### src/design/trd_defs.svh
`ifndef TRD_DEFS_SVH
`define TRD_DEFS_SVH

// ==========================================
// ternary symbol codes, two-bit signed, and the data kind code
`define TRD_SYM_POS    2'h1
`define TRD_SYM_NEG    2'h3
`define TRD_SYM_ZERO   2'h0
`define TRD_KIND_DATA  2'h2

// ==========================================
// framing and synchroniser width
`define TRD_GRP_SYMS   6
`define TRD_PAIRS      3
`define TRD_PRE_SYMS   2'h2
`define TRD_SFD_LO     4'h5
`define TRD_SFD_HI     4'hd
`define TRD_SYNC_W     18
`define TRD_TERM_NEXT  4
`define TRD_TERM_THIRD 2

// ==========================================
// timing counts
`define TRD_RELATCH_SYMS 20
`define TRD_SETTLE_CYC   16

// ==========================================
// register port map
`define TRD_REG_CTRL   4'h0
`define TRD_REG_STAT   4'h4
`define TRD_REG_ERRS   4'h8
`define TRD_CTRL_LOOP  0
`define TRD_CTRL_PDN   1

`endif

### src/design/trd_pkg.sv
package trd_pkg;

  typedef logic [1:0] trd_sym_t;

  typedef enum logic [2:0] {
    idle_wait_state,
    collect_state,
    fourth_symbol_state,
    fifth_symbol_state,
    decode_state,
    term_state
  } trd_state_t;

  typedef enum logic [2:0] {
    em_none,
    em_sfd_lo,
    em_sfd_hi,
    em_data_lo,
    em_data_hi
  } trd_emit_t;

endpackage : trd_pkg

### src/design/trd_pair_hist.sv
`timescale 1ns/1ps
`default_nettype none
`include "trd_defs.svh"

module trd_pair_hist (
  // clock and reset
  input  wire logic                   core_clk,
  input  wire logic                   rst_b,
  // symbol feed
  input  wire logic                   shift_i,
  input  wire trd_pkg::trd_sym_t      sym_i,
  // running weight control
  input  wire logic                   clear_i,
  input  wire logic                   toggle_i,
  // state
  output logic [2*`TRD_GRP_SYMS-1:0]  group_o,
  output logic                        weight_bit_o
);

  // newest symbol sits in the low bits, oldest in the top
  always_ff @(posedge core_clk) begin
    if (!rst_b) begin
      group_o <= '0;
    end else if (shift_i) begin
      group_o <= {group_o[2*`TRD_GRP_SYMS-3:0], sym_i};
    end
  end

  always_ff @(posedge core_clk) begin
    if (!rst_b || clear_i) begin
      weight_bit_o <= 1'b0;
    end else if (toggle_i) begin
      weight_bit_o <= ~weight_bit_o;
    end
  end

endmodule : trd_pair_hist
`default_nettype wire

### src/design/trd_rx_pcs.sv
`timescale 1ns/1ps
`default_nettype none
`include "trd_defs.svh"

module trd_rx_pcs #(
  parameter int RELATCH_SYMS = `TRD_RELATCH_SYMS,
  parameter int SETTLE_CYC   = `TRD_SETTLE_CYC
) (
  // clock and reset
  input  wire logic        core_clk,
  input  wire logic        rst_b,
  // symbol layer
  input  wire logic        sym_clk,
  input  wire logic [1:0]  rx_kind,
  input  wire logic [1:0]  rx_sym_only,
  input  wire logic [1:0]  rx_sym_bidir_b,
  input  wire logic [1:0]  rx_sym_bidir_a,
  input  wire logic        line_act,
  input  wire logic        pma_err,
  input  wire logic        link_ok,
  input  wire logic        tx_sym_active,
  // mii
  input  wire logic        tx_en,
  input  wire logic [3:0]  txd,
  output logic             rx_clk,
  output logic             rx_dv,
  output logic             rx_er,
  output logic [3:0]       rxd,
  output logic             crs,
  output logic             col,
  // transmit gate
  output logic             tx_sym_allow,
  // code table
  output logic [11:0]      lut_group,
  input  wire logic [7:0]  lut_octet,
  input  wire logic        lut_hit,
  // register port
  input  wire logic [3:0]  reg_addr,
  input  wire logic [31:0] reg_wdata,
  input  wire logic        reg_wr,
  input  wire logic        reg_rd,
  output logic [31:0]      reg_rdata
);

  if (RELATCH_SYMS < 1 || RELATCH_SYMS > 255 || SETTLE_CYC < 1 || SETTLE_CYC > 255) begin : g_chk
    $error("trd_rx_pcs: count parameter out of range 1..255");
  end

  // ==========================================
  // input synchronisers and symbol strobes
  logic [`TRD_SYNC_W-1:0] sync1_r;
  logic [`TRD_SYNC_W-1:0] sync2_r;
  logic                   s_clk, s_act, s_perr, s_link, s_txen, s_txact;
  logic [3:0]             s_txd;
  logic [1:0]             s_kind;
  trd_pkg::trd_sym_t      sym_in [`TRD_PAIRS];
  logic                   sclk_d_r, p0, p1_r, p2_r;

  always_ff @(posedge core_clk) begin
    if (!rst_b) begin
      sync1_r <= '0;
      sync2_r <= '0;
    end else begin
      sync1_r <= {sym_clk, line_act, pma_err, link_ok, tx_en, tx_sym_active,
                  txd, rx_kind, rx_sym_bidir_a, rx_sym_bidir_b, rx_sym_only};
      sync2_r <= sync1_r;
    end
  end

  assign {s_clk, s_act, s_perr, s_link, s_txen, s_txact, s_txd, s_kind,
          sym_in[2], sym_in[1], sym_in[0]} = sync2_r;

  // symbols are assumed settled well before the symbol clock rises
  assign p0 = s_clk & ~sclk_d_r;

  always_ff @(posedge core_clk) begin
    if (!rst_b) begin
      sclk_d_r <= 1'b0;
      p1_r     <= 1'b0;
      p2_r     <= 1'b0;
      rx_clk   <= 1'b0;
    end else begin
      sclk_d_r <= s_clk;
      p1_r     <= p0;
      p2_r     <= p1_r;
      rx_clk   <= s_clk;
    end
  end

  // ==========================================
  // per-pair history and running weight
  trd_pkg::trd_state_t    state_r;
  trd_pkg::trd_emit_t     emit_r;
  logic [11:0]            grp [`TRD_PAIRS];
  logic [`TRD_PAIRS-1:0]  rw;
  logic [`TRD_PAIRS-1:0]  rw_tog;
  logic [1:0]             pair_r;
  logic                   dec_p2, upd_r, bad_group_flag;

  for (genvar i = 0; i < `TRD_PAIRS; i++) begin : g_pair
    trd_pair_hist u_hist (
      .core_clk     (core_clk),
      .rst_b        (rst_b),
      .shift_i      (p0),
      .sym_i        (sym_in[i]),
      .clear_i      (state_r == trd_pkg::idle_wait_state),
      .toggle_i     (rw_tog[i]),
      .group_o      (grp[i]),
      .weight_bit_o (rw[i])
    );
    assign rw_tog[i] = dec_p2 && upd_r && !bad_group_flag && pair_r == 2'(i);
  end

  // ==========================================
  // receive sequence
  logic [1:0] cnt_r;
  logic       slot_r, loop_r, frame_lost, eop_hit_r;

  assign frame_lost = !s_act && state_r != trd_pkg::idle_wait_state
                      && state_r != trd_pkg::term_state;

  always_ff @(posedge core_clk) begin
    if (!rst_b || frame_lost) begin
      state_r <= trd_pkg::idle_wait_state;
      emit_r  <= trd_pkg::em_none;
      cnt_r   <= '0;
      slot_r  <= 1'b0;
    end else if (p2_r && eop_hit_r) begin
      state_r <= trd_pkg::term_state;
    end else if (p0) begin
      emit_r <= trd_pkg::em_none;
      case (state_r)
        trd_pkg::idle_wait_state: begin
          if (s_kind == `TRD_KIND_DATA && !loop_r) begin
            state_r <= trd_pkg::collect_state;
            cnt_r   <= 2'h1;
          end
        end
        trd_pkg::collect_state: begin
          if (cnt_r == `TRD_PRE_SYMS) begin
            state_r <= trd_pkg::fourth_symbol_state;
          end else begin
            cnt_r <= cnt_r + 2'h1;
          end
        end
        trd_pkg::fourth_symbol_state: begin
          emit_r  <= trd_pkg::em_sfd_lo;
          state_r <= trd_pkg::fifth_symbol_state;
        end
        trd_pkg::fifth_symbol_state: begin
          emit_r  <= trd_pkg::em_sfd_hi;
          state_r <= trd_pkg::decode_state;
          slot_r  <= 1'b1;
        end
        trd_pkg::decode_state: begin
          emit_r <= slot_r ? trd_pkg::em_data_lo : trd_pkg::em_data_hi;
          slot_r <= ~slot_r;
        end
        trd_pkg::term_state: begin
          if (s_kind != `TRD_KIND_DATA) begin
            state_r <= trd_pkg::idle_wait_state;
          end
        end
        default: state_r <= trd_pkg::idle_wait_state;
      endcase
    end
  end

  // ==========================================
  // group checks and table lookup
  function automatic logic signed [3:0] grp_weight(input logic [11:0] g);
    logic signed [3:0] w;
    w = '0;
    for (int k = 0; k < `TRD_GRP_SYMS; k++) begin
      w = w + 4'(signed'(g[2*k +: 2]));
    end
    return w;
  endfunction : grp_weight

  function automatic logic all_eq(input logic [11:0] g, input logic [1:0] s, input int n);
    logic ok;
    ok = 1'b1;
    for (int k = 0; k < n; k++) begin
      ok = ok & (g[2*k +: 2] == s);
    end
    return ok;
  endfunction : all_eq

  function automatic logic [11:0] grp_negate(input logic [11:0] g);
    logic [11:0] r;
    r = '0;
    for (int k = 0; k < `TRD_GRP_SYMS; k++) begin
      r[2*k +: 2] = 2'(-signed'(g[2*k +: 2]));
    end
    return r;
  endfunction : grp_negate

  logic [1:0]        nx, th;
  logic [11:0]       cur_g;
  logic signed [3:0] cur_w;
  logic              first_terminator_group, conform, dec_p1;
  logic              weight_violation_flag_r, bad_terminator_flag_r;

  assign nx      = (pair_r == 2'h2) ? 2'h0 : pair_r + 2'h1;
  assign th      = (nx == 2'h2) ? 2'h0 : nx + 2'h1;
  assign cur_g   = grp[pair_r];
  assign cur_w   = grp_weight(cur_g);
  assign first_terminator_group = all_eq(cur_g, `TRD_SYM_POS, `TRD_GRP_SYMS)
                                | all_eq(cur_g, `TRD_SYM_NEG, `TRD_GRP_SYMS);
  // terminators are sent negated when the pair's weight bit is clear
  assign conform = all_eq(grp[nx], rw[nx] ? `TRD_SYM_POS : `TRD_SYM_NEG, `TRD_TERM_NEXT)
                 & all_eq(grp[th], rw[th] ? `TRD_SYM_POS : `TRD_SYM_NEG, `TRD_TERM_THIRD);
  assign dec_p1  = p1_r && emit_r == trd_pkg::em_data_lo && state_r == trd_pkg::decode_state;
  assign dec_p2  = p2_r && emit_r == trd_pkg::em_data_lo && state_r == trd_pkg::decode_state;

  always_ff @(posedge core_clk) begin
    if (!rst_b) begin
      lut_group <= '0;
    end else if (dec_p1 && !first_terminator_group) begin
      lut_group <= (cur_w == -4'sd1 && rw[pair_r]) ? grp_negate(cur_g) : cur_g;
    end
  end

  // flags live for the single cycle after the check
  always_ff @(posedge core_clk) begin
    if (!rst_b || !dec_p1) begin
      weight_violation_flag_r <= 1'b0;
      bad_terminator_flag_r   <= 1'b0;
      eop_hit_r               <= 1'b0;
      upd_r                   <= 1'b0;
    end else if (first_terminator_group) begin
      eop_hit_r             <= 1'b1;
      bad_terminator_flag_r <= !conform;
    end else if (cur_w > 4'sd1 || cur_w < -4'sd1) begin
      weight_violation_flag_r <= 1'b1;
    end else if (cur_w == 4'sd1) begin
      weight_violation_flag_r <= rw[pair_r];
      upd_r                   <= !rw[pair_r];
    end else if (cur_w == -4'sd1) begin
      weight_violation_flag_r <= !rw[pair_r];
      upd_r                   <= rw[pair_r];
    end
  end

  logic [7:0] dec_octet;
  logic       dec_err;

  assign bad_group_flag = dec_p2 && !eop_hit_r && !weight_violation_flag_r && !lut_hit;
  assign dec_err        = weight_violation_flag_r | bad_group_flag;
  assign dec_octet      = dec_err ? 8'h00 : lut_octet;

  // ==========================================
  // holding registers and terminator state
  logic [7:0] hold_r [`TRD_PAIRS];
  logic       herr_r [`TRD_PAIRS];
  logic [1:0] out_sel_r;
  logic       terminator_seen_r;

  always_ff @(posedge core_clk) begin
    if (!rst_b || state_r == trd_pkg::idle_wait_state) begin
      pair_r            <= '0;
      out_sel_r         <= '0;
      terminator_seen_r <= 1'b0;
    end else if (dec_p2 && eop_hit_r) begin
      terminator_seen_r <= 1'b1;
    end else if (dec_p2) begin
      hold_r[pair_r] <= dec_octet;
      herr_r[pair_r] <= dec_err;
      out_sel_r      <= pair_r;
      pair_r         <= nx;
    end
  end

  // ==========================================
  // mii receive stream, one symbol of delay
  logic       ent_dv, ent_er;
  logic [3:0] ent_nib;
  logic       pipe_dv_r, pipe_er_r;
  logic [3:0] pipe_nib_r;

  always_comb begin
    ent_dv  = 1'b1;
    ent_er  = s_perr;
    ent_nib = '0;
    if (loop_r) begin
      ent_dv  = s_txen;
      ent_er  = 1'b0;
      ent_nib = s_txen ? s_txd : 4'h0;
    end else begin
      case (emit_r)
        trd_pkg::em_sfd_lo:  ent_nib = `TRD_SFD_LO;
        trd_pkg::em_sfd_hi:  ent_nib = `TRD_SFD_HI;
        trd_pkg::em_data_lo: begin
          ent_dv  = !eop_hit_r;
          ent_er  = (s_perr | dec_err) & !eop_hit_r;
          ent_nib = eop_hit_r ? 4'h0 : dec_octet[3:0];
        end
        trd_pkg::em_data_hi: begin
          ent_er  = s_perr | herr_r[out_sel_r];
          ent_nib = hold_r[out_sel_r][7:4];
        end
        default: begin
          ent_dv = 1'b0;
          ent_er = 1'b0;
        end
      endcase
    end
  end

  always_ff @(posedge core_clk) begin
    if (!rst_b) begin
      pipe_dv_r  <= 1'b0;
      pipe_er_r  <= 1'b0;
      pipe_nib_r <= '0;
      rx_dv      <= 1'b0;
      rx_er      <= 1'b0;
      rxd        <= '0;
    end else if (frame_lost) begin
      pipe_dv_r  <= 1'b0;
      pipe_er_r  <= 1'b0;
      pipe_nib_r <= '0;
      rx_dv      <= 1'b0;
      rx_er      <= 1'b1;
      rxd        <= '0;
    end else if (p2_r) begin
      rx_dv      <= pipe_dv_r;
      rx_er      <= pipe_er_r | bad_terminator_flag_r;
      rxd        <= pipe_dv_r ? pipe_nib_r : 4'h0;
      pipe_dv_r  <= ent_dv;
      pipe_er_r  <= ent_er;
      pipe_nib_r <= ent_dv ? ent_nib : 4'h0;
    end
  end

  // ==========================================
  // carrier sense and collision
  logic       act_d_r, latch_r, armed_r;
  logic [7:0] relatch_r;

  always_ff @(posedge core_clk) begin
    if (!rst_b) begin
      act_d_r   <= 1'b0;
      latch_r   <= 1'b0;
      armed_r   <= 1'b0;
      relatch_r <= '0;
    end else begin
      act_d_r <= s_act;
      if (s_act && !act_d_r) begin
        latch_r <= 1'b1;
      end else if (!s_act && act_d_r) begin
        latch_r <= 1'b0;
        armed_r <= 1'b0;
      end else if (dec_p2 && eop_hit_r && !bad_terminator_flag_r) begin
        latch_r   <= 1'b0;
        armed_r   <= 1'b1;
        relatch_r <= '0;
      end else if (armed_r && p0) begin
        if (relatch_r == 8'(RELATCH_SYMS - 1)) begin
          latch_r <= 1'b1;
          armed_r <= 1'b0;
        end else begin
          relatch_r <= relatch_r + 8'h01;
        end
      end
    end
  end

  always_ff @(posedge core_clk) begin
    if (!rst_b) begin
      crs <= 1'b0;
      col <= 1'b0;
    end else begin
      crs <= s_link & (latch_r | s_txen);
      col <= s_link & s_txact & s_act;
    end
  end

  // ==========================================
  // control, power gate, registers
  logic        pdn_r;
  logic [7:0]  settle_r;
  logic [15:0] errs_r;
  logic        err_evt;

  assign err_evt = dec_err | bad_terminator_flag_r;

  always_ff @(posedge core_clk) begin
    if (!rst_b) begin
      loop_r <= 1'b0;
      pdn_r  <= 1'b0;
    end else if (reg_wr && reg_addr == `TRD_REG_CTRL) begin
      loop_r <= reg_wdata[`TRD_CTRL_LOOP];
      pdn_r  <= reg_wdata[`TRD_CTRL_PDN];
    end
  end

  // settle time covers both power-up and release from power-down
  always_ff @(posedge core_clk) begin
    if (!rst_b || pdn_r) begin
      settle_r     <= 8'(SETTLE_CYC);
      tx_sym_allow <= 1'b0;
    end else begin
      if (settle_r != 8'h00) begin
        settle_r <= settle_r - 8'h01;
      end
      tx_sym_allow <= (settle_r == 8'h00);
    end
  end

  always_ff @(posedge core_clk) begin
    if (!rst_b) begin
      errs_r <= '0;
    end else if (reg_wr && reg_addr == `TRD_REG_ERRS) begin
      errs_r <= err_evt ? 16'h0001 : 16'h0000;
    end else if (err_evt && errs_r != 16'hffff) begin
      errs_r <= errs_r + 16'h0001;
    end
  end

  always_ff @(posedge core_clk) begin
    if (!rst_b || !reg_rd) begin
      reg_rdata <= '0;
    end else if (reg_addr == `TRD_REG_CTRL) begin
      reg_rdata <= 32'({pdn_r, loop_r});
    end else if (reg_addr == `TRD_REG_STAT) begin
      reg_rdata <= 32'({state_r != trd_pkg::idle_wait_state, latch_r, terminator_seen_r, rw});
    end else if (reg_addr == `TRD_REG_ERRS) begin
      reg_rdata <= 32'(errs_r);
    end else begin
      reg_rdata <= '0;
    end
  end
endmodule : trd_rx_pcs
`default_nettype wire

### config.mk
export PLATFORM = sky130hd
export DESIGN_NAME = trd_rx_pcs
export DESIGN_NICKNAME = d
export VERILOG_FILES = /design/src/design/trd_pkg.sv /design/src/design/trd_pair_hist.sv /design/src/design/trd_rx_pcs.sv
export VERILOG_INCLUDE_DIRS = /design/src /design/src/design
export SDC_FILE = /design/constraint.sdc
export NUM_CORES = 1
export LEC_CHECK = 0
export ABC_AREA = 0
export BUFFER_PORTS_ARGS = -buffer_cell sky130_fd_sc_hd__clkbuf_2
export CAP_MARGIN = 20
export CORE_ASPECT_RATIO = 1.4
export CORE_MARGIN = 2
export CORE_UTILIZATION = 50
export DETAILED_ROUTE_END_ITERATION = 16
export PLACE_DENSITY = 0.82
export SYNTH_ARGS = -nofsm -noshare
export SYNTH_HDL_FRONTEND = slang
export SYNTH_SLANG_ARGS = --single-unit
### constraint.sdc
create_clock -name core_clk -period 5.2 [get_ports core_clk]
set_input_delay 0.26 -clock core_clk [delete_from_list [all_inputs] [get_ports core_clk]]
set_output_delay 0.26 -clock core_clk [all_outputs]
set_load 0.1 [all_outputs]
==> After elaboration in Yosys (flattened, before gate mapping) <==
Memory sizes are Yosys's and may differ from the RTL's. A register that Yosys moved wholly into a read port is not among the register bits.
Index checks and enable logic that the tools add are counted.
{ "word_totals": {"reg_bits": 192, "ram_bits": 27, "output_inout_bits": 54, "n_memories": 2, "word_cells": 323} }
{ "op_classes": {"n_reduce_logical": 82, "eq_ne": 49, "addsub": 17, "mux": 76, "n_lt_le_gt_ge": 8, "bitwise_logic": 44} }
{ "mem_list": {"columns": ["memory", "words", "width", "read_ports", "rd_ports_with_merged_regs", "write_ports", "line", "source"], "rows": [
  ["hold_r", 3, 8, 1, 1, 1, "trd_rx_pcs.sv:254", "logic [7:0] hold_r [`TRD_PAIRS];"],
  ["herr_r", 3, 1, 1, 1, 1, "trd_rx_pcs.sv:255", "logic herr_r [`TRD_PAIRS];"]
]} }
{ "ops": {"columns": ["cell", "count"], "rows": [
  ["$bmux 12 s2", 3],
  ["$mux 8", 6],
  ["$mux 12", 3],
  ["$mux 16", 2],
  ["$mux 4", 7],
  ["$logic_and 1x1->1", 26],
  ["$mux 1", 26],
  ["$mux 2", 11],
  ["$and 1x1->1", 20],
  ["$eq 2x2->1 const B", 10],
  ["$mux 3", 6],
  ["$pmux 3 s6", 1],
  ["$add 16x1->16 const B", 1],
  ["$ne 16x16->1 const B", 1],
  ["$pmux 4 s4", 1],
  ["$reduce_and 5->1", 3],
  ["$eq 2x1->1 const B", 7],
  ["$logic_not 1->1", 14],
  ["$ne 2x2->1 const B", 7],
  ["$not 1->1", 14],
  ["$reduce_bool 2->1", 7],
  ["$add 4x2->4", 3],
  ["$eq 2x2->1", 6],
  ["$eq 3x2->1 const B", 4],
  ["other kinds (40)", 87]
]} }

==> Depth between registers and ports, before layout <==
Gate-level depths: netlist of run 1.
{ "depth": {"ltp_word": 13, "depth_mapped": 20, "ltp_nobuf": 16} }

==> Cells and area by module <==
A second synthesis of run 1 with hierarchy kept.
{ "hier_totals": {"cells_unflattened": 942, "hier_area_um2": 9004.9} }
{ "by_module_without_submodules": {"columns": ["module", "seq_area_each_um2", "cells_each", "instances", "area_per_inst_um2"], "rows": [
  ["trd_rx_pcs", 3233.1, 819, 1, 7544.7],
  ["trd_pair_hist", 260.2, 41, 3, 486.7]
]} }

==> Worst setup path after synthesis of run 1 <==
Ideal clock, no wire load.
{ "synth_timing": {"kind": "reg-to-reg", "startpoint": "register pair_r[0]", "endpoint": "register lut_group[9]", "stages_incl_launch_ff": 19, "arrival_ns": 4.049, "setup_ns": 0.120, "setup_slack_ns": 1.031, "period_less_slack_ns": 4.169, "t_required_ns": 5.080, "cell_sequence": "dfxtp_1 > buf_6 > buf_2 > buf_1 > nand2_1 > o22ai_1 > inv_1 > fa_1 > fa_1 > fa_1 > inv_1 > ha_1 > xnor2_1 > xnor2_2 > and4_1 > buf_4 > nand2_1 > o211ai_1 > a21boi_1"} }
{ "synth_via": {"elab_chain_len": 13, "elab_cells_between_ends": 40, "cone_classes": "6 x add/sub; 13 x eq/ne; 6 x mux; 12 x bitwise; 3 x reduce/logical"} }
{ "synth_lines": {"columns": ["element", "line", "source"], "rows": [
  ["start: declaration", "trd_rx_pcs.sv:97", "logic [1:0] pair_r;"],
  ["start signal: assignment", "trd_rx_pcs.sv:270", "pair_r <= nx;"],
  ["branches (longest 13 deep; another with $add 3x2->4)", null, null],
  ["end signal: assignment", "trd_rx_pcs.sv:220", "lut_group <= (cur_w == -4'sd1 && rw[pair_r]) ? grp_negate(cur_g) : cur_g;"],
  ["end: declaration", "trd_rx_pcs.sv:34", "output logic [11:0] lut_group,"]
]} }
Parallel ways; which one is timed is not known. The select of a mux whose other input is x is not followed.
A chain may end at the register's enable or synchronous reset.

==> Final worst setup path of run 1 <==
{ "layout_timing": {"startpoint": "register pair_r[1]", "endpoint": "register lut_group[7]"} }
Same word-level chain as after synthesis.

==> results.toml, run 1 <==
[worst_setup_path]
crit-reg2reg-launch = "pair_r[1]"
r2r-end = "lut_group[7]"
cp-start-kind = "flop"
rr_worst_depth = 14
worst_ep_arrival_time_ns = 4.75
crit_start = "pair_r[1]"
crit_fanout = 12
required_ns = 5.52
reg2reg_setup_slack_ns = 0.77
crit_end = "lut_group[7]"
crit_type = "reg -> reg"
worst_setup_path_end_kind = "flop"

[cts]
clk_latency_ns = 0.43
cts_tree = "yes"
clockBufferDepth = 2
h-tree-depth = 4
cts_buffers = 17
ctsResizeCount = 0
hold_buffers = 0
root_buffer = "clkbuf_16"
post_cts_buffers = 0
cts.sinks = 193
clkTransAtPathRegs_ns = 0.07

[die]
initial_utilization = 0.510
row_count = 57
io_pins = 121
die_area_um2 = 18800
fp.dieH_um = 161
die_w_um = 116
core_um2 = 17300

[logic_synthesis]
synth-async-reset-ratio = 0
syn_area_um2 = 8840
synth.distinct_cells = 79
synth-edff-count = 15
synthCells = 976
synthFlopType = "dfxtp_1"
synth_area_per_cell_um2 = 9.06
ys_seq_area_frac = 0.454
ys_warn_count = 0
ys_seq_elements = 193

[timing]
max_freq_ghz = 0.226
finalCritPeriodShare = 0.851
fin_skew_ns = 0.00932
period_minus_slack_ns = 4.43
rsz0062_at_grt = "no"
setup_viol = 0
slew_viol_final = 0
finalHoldViolations = 0
worst_slew_pin_slew_ns = 0.844
timing.setup.tns_ns = 0
relSlewSlack = 0.437

[drt]
vias = 6706
dr.pass1.iters = 5
wl_per_cell_um = 13.2
viasPerCell = 5.26
drtIter0Drc = 430
drc_errors = 0
wirelength_um = 16800
ant_nets = 0

[final_layout]
drive_gt1_frac = 0.130
syn_to_final_growth_pct = 11.4
final_common_cell = "dfxtp_1"
antenna_cells = 0
final_cell_mix = "178 x dfxtp_1, 145 x nand2_1, 89 x nor2_1"
nNetsFinal = 1120
stdcell_count = 1274

[placement]
dp_hpwl_um = 12000
dpl.cell_count = 1241
gp_congestion = 0.838
portBuffers = 74

[global_routing]
overflow = 0
grt.met1_usage = 0.216
grt_max_degree = 72
grt_pass1_wl_um = 28200
met3_usage = 0.0304
first_global_vias = 6326
met2_usage = 0.323
antenna_found_initial = 0
top_usage_layer = "met2"
grt_use_total = 0.184

[pwr]
ir_worst_vdd_uv = 229
p_per_area_nw_per_um2 = 309
power_mw = 3.04
power.leakage_nw = 3.59

[status]
outcome = "completed"

[min_path]
holdPathStages = 2
hold_class = "in -> reg"

[job]
cap_violations = 0
==> flip-flops by register name, summed over array words and instances (netlist names), 4 cells and up, named ones only <==
name and count:
lut_group 12, reg_rdata 16, pipe_nib_r 4, sync2_r 18
g_pair.u_hist.group_o 36, errs_r 16, relatch_r 8, sync1_r 18
rxd 4, settle_r 8, hold_r 12
==> power by group <==
group	internal [mW]	switching, mW
Combinational	0.0743	0.143
Sequential	1.53	0.0265
Clock	0.665	0.603
Total	2.27	0.772
==> critical path: stages (launching register included) <==
cell	delay, ns
dfxtp_1	0.65
mux2i_1	0.26
o22ai_1	0.18
fa_1	0.64
inv_1	0.06
fa_1	0.50
fa_1	0.57
inv_1	0.04
ha_1	0.20
xnor2_1	0.23
xnor2_2	0.17
and4_1	0.49
nand2_1	0.11
o211ai_1	0.12
a21boi_1	0.09
==> stage by stage <==
| stage | setup slack (ns) | area, um^2 | utilization | hold WS, ns |
|---|---|---|---|---|
| 6_report | 0.772 | 9840 | 0.568 | 0.0286 |
| 4_1_cts | 0.751 | 9840 | 0.568 | 0.0125 |
| 3_5_place_dp | 0.761 | 9250 | 0.534 | 0.418 |
| 3_3_place_gp | 0.867 | 9250 | 0.534 | 0.414 |
| 5_1_grt | 0.445 | 9840 | 0.568 | 0.0197 |
| 2_1_floorplan | 1.03 | 8900 | - | 0.353 |
==> synthesized netlist by cell type (6+ instances only) <==
master	number	area (um^2)
and3_1	8	50.1
a21boi_0	39	293
and4_1	9	78.8
nand4_1	14	87.6
a21oi_1	36	180
fa_1	8	160
mux2i_1	32	320
ha_1	20	250
nor3_1	18	90.1
nor2b_1	15	93.8
nand2b_1	11	68.8
nand3_1	24	120
buf_4	23	173
buf_2	6	30.0
nor3b_1	10	75.1
o22ai_1	15	93.8
o211ai_1	6	45.0
nand2_1	145	544
inv_1	28	105
xor2_1	12	105
buf_1	7	26.3
o21ai_0	24	120
dfxtp_1	178	3560
clkbuf_1	28	105
a211oi_1	6	45.0
nor2_1	89	334
edfxtp_1	15	450
xnor2_1	17	149
and2_1	54	338
==> cell families (layout without fill, tap and decap cells) <==
group,Yosys count,after routing,synth area share
xor+xnor,31,31,0.0331
fa+ha+maj,28,28,0.0464
mux,33,33,0.0375
other cells,1,16,0.000424
simple gates,431,431,0.250
buf+inv,96,143,0.0539
flops,193,193,0.454
compound gates,163,163,0.125
==> layer usage <==
layer  vias up  share of wire
met5         -              0
met4         0          0.022
met3        30          0.035
met2       152           0.51
met1      3120           0.43
li1       3404              -
==> cell type report <==
class,count,area [um^2]
Clock buffer,19,453
Sequential cell,193,4010
Clock inverter,13,136
Fill cell,1519,7490
Inverter,29,109
Tap cell,236,295
Timing Repair Buffer,82,428
Multi-Input combinational cell,702,4410
==> how the worst min path moves through the flow <==
| stage | startpoint | to | slack, ns |
|---|---|---|---|
| 2_1_floorplan | reg_addr[2] | reg_rdata[0] | 0.35 |
| 3_5_place_dp | sync1_r[9] | sync2_r[9] | 0.42 |
| 3_3_place_gp | sync1_r[6] | sync2_r[6] | 0.41 |
| 4_1_cts | rx_kind[0] | sync1_r[6] | 0.01 |
| 5_1_grt | txd[2] | sync1_r[10] | 0.02 |
| 6_report | rx_kind[0] | sync1_r[6] | 0.03 |
Note: power is estimated with default switching activity, not from simulation.
==> run 2: changes to the inputs <==
--- a/config.mk
+++ b/config.mk
@@ -11,9 +11,9 @@
 export CAP_MARGIN = 20
 export CORE_ASPECT_RATIO = 1.4
 export CORE_MARGIN = 2
-export CORE_UTILIZATION = 50
+export CORE_UTILIZATION = 58
 export DETAILED_ROUTE_END_ITERATION = 16
-export PLACE_DENSITY = 0.82
+export PLACE_DENSITY = 0.91
 export SYNTH_ARGS = -nofsm -noshare
 export SYNTH_HDL_FRONTEND = slang
 export SYNTH_SLANG_ARGS = --single-unit
==> results.toml, run 2 (same netlist as run 1, synthesis figures left out) <==
[global_routing]
antenna_found_initial = 0
first_global_vias = 6417
grt_pass1_wl_um = 29100
met3_usage = 0.0422
overflow = 0
top_usage_layer = "met2"
met2_usage = 0.393
grt_max_degree = 109
grt_use_total = 0.222
grt.met1_usage = 0.259

[die]
die_area_um2 = 16300
row_count = 53
fp.dieH_um = 150
io_pins = 121
initial_utilization = 0.590
core_um2 = 15000
die_w_um = 108

[final_layout]
post-route-util = 0.650
design_area_um2 = 9740
final_cell_mix = "178 x dfxtp_1, 145 x nand2_1, 89 x nor2_1"
fillerInstances = 1210
antenna_cells = 0
nNetsFinal = 1119
largest_register_ffs = 36
syn_to_final_growth_pct = 10.2
reg.largest.list = "g_pair.u_hist.group_o (36), sync1_r (18), sync2_r (18)"
regMostFlops = "g_pair.u_hist.group_o"
drive_gt1_frac = 0.128
final_common_cell = "dfxtp_1"
seq_area_um2 = 4010
multi_input_area_um2 = 4410

[worst_setup_path]
required_ns = 5.52
crit_fanout = 13
critPathSlowestCell = "dfxtp_1"
crit-reg2reg-launch = "pair_r[1]"
cpMostUsedCell = "fa_1"
reg2reg_setup_slack_ns = 0.68
worst_ep_arrival_time_ns = 4.84
rr_worst_depth = 14
cpPeakStageDelay_ns = 0.69
crit_chain = "mux2i_1, o22ai_1, inv_1, fa_1, fa_1, fa_1, inv_1, ha_1, xnor2_1, xnor2_2, and4_1, nand2_1, o211ai_1, a21boi_1"
r2r-end = "lut_group[1]"
crit_type = "reg -> reg"
cp-start-kind = "flop"
worst_setup_path_end_kind = "flop"

[timing]
max_freq_ghz = 0.221
worst_slew_pin_slew_ns = 0.864
finalHoldViolations = 0
whs_ns = 0.0271
fin_skew_ns = 0.0105
timing.setup.tns_ns = 0
setup_viol = 0
relSlewSlack = 0.424
finalCritPeriodShare = 0.869
rsz0062_at_grt = "no"
slew_viol_final = 0
period_minus_slack_ns = 4.52

[drt]
wl_per_cell_um = 14.2
vias = 6888
drc_errors = 0
dr.pass1.iters = 6
wirelength_um = 17500
drtIter0Drc = 554
ant_nets = 0
viasPerCell = 5.60

[placement]
dp_hpwl_um = 12100
portBuffers = 74
placed_area_um2 = 9190
gp_congestion = 0.860

[cts]
cts_tree = "yes"
hold_buffers = 0
clk_latency_ns = 0.43
root_buffer = "clkbuf_16"
ctsResizeCount = 0
clkTransAtPathRegs_ns = 0.07
h-tree-depth = 4
cts_buffers = 17
clockBufferDepth = 2
cts.sinks = 193
post_cts_buffers = 0

[pwr]
ir_worst_vdd_uv = 254
power.leakage_nw = 3.57
p_per_area_nw_per_um2 = 308

[min_path]
worstHoldStart = "rx_sym_bidir_a[1]"
holdPathStages = 2
hold_class = "in -> reg"
hold_path_end = "sync1_r[5]"

[job]
cap_violations = 0

[status]
outcome = "completed"
## run 2: cell count changes in the layout (fill, tap and decap cells not counted)
| cell | delta |
|---|---|
| clkinv_2 | +2 |
| clkinv_8 | -2 |
| clkinv_1 | +1 |
| buf_4 | -1 |
| inv_8 | -1 |
| inv_6 | +1 |
| clkbuf_8 | -2 |
| clkinv_4 | +1 |
## run 2: how the worst max path moves through the flow
| stage | depth (start not counted) | slack (ns) | end | from |
|---|---|---|---|---|
| 2_1_floorplan | 18 | 1.03 | lut_group[9] | pair_r[0] |
| 3_3_place_gp | 14 | 0.86 | lut_group[7] | pair_r[1] |
| 3_5_place_dp | 14 | 0.72 | lut_group[1] | pair_r[1] |
| 4_1_cts | 14 | 0.69 | lut_group[1] | pair_r[1] |
| 5_1_grt | 14 | 0.43 | lut_group[1] | pair_r[1] |
| 6_report | 14 | 0.68 | lut_group[1] | pair_r[1] |
## run 2: critical path, delay by kind of cell, from the launching register on
| family | cells | cell delay, ns |
|---|---|---|
| buf+inv | 2 | 0.18 |
| compound gates | 3 | 0.53 |
| simple gates | 2 | 0.60 |
| xor+xnor | 2 | 0.43 |
| fa+ha+maj | 4 | 1.82 |
| mux | 1 | 0.15 |
| flops | 1 | 0.69 |
## run 2: through the flow
| step | setup slack (ns) | cells | total power [mW] |
|---|---|---|---|
| floorplan | 1.03 | 991 | 1.78 |
| global placement | 0.860 | 1196 | 1.81 |
| detailed placement | 0.719 | 1196 | 1.81 |
| CTS | 0.687 | 1228 | 3.01 |
| global route | 0.431 | 1229 | 3.10 |
| finish | 0.683 | 1229 | 3.00 |
## run 2: area by class of cell
cell class | count | share of cell area
clock buffers | 17 | 0.0437
clock inverters | 15 | 0.0127
inverters | 29 | 0.0112
multi-input cells | 702 | 0.453
flip-flops and latches | 193 | 0.412
well taps | 192 | 0.0247
repair buffers | 81 | 0.0432
## run 2: power by group
group | internal (mW) | total (mW) | switching (mW)
sequential | 1.53 | 1.56 | 0.0263
clock | 0.626 | 1.22 | 0.594
combinational | 0.0746 | 0.221 | 0.146
total | 2.23 | 3.00 | 0.767
## run 2: metal layers
layer	wire (um)	up-vias
li1	-	3394
met1	6950	3229
met2	9140	219
met3	863	46
met4	516	0
met5	0	-
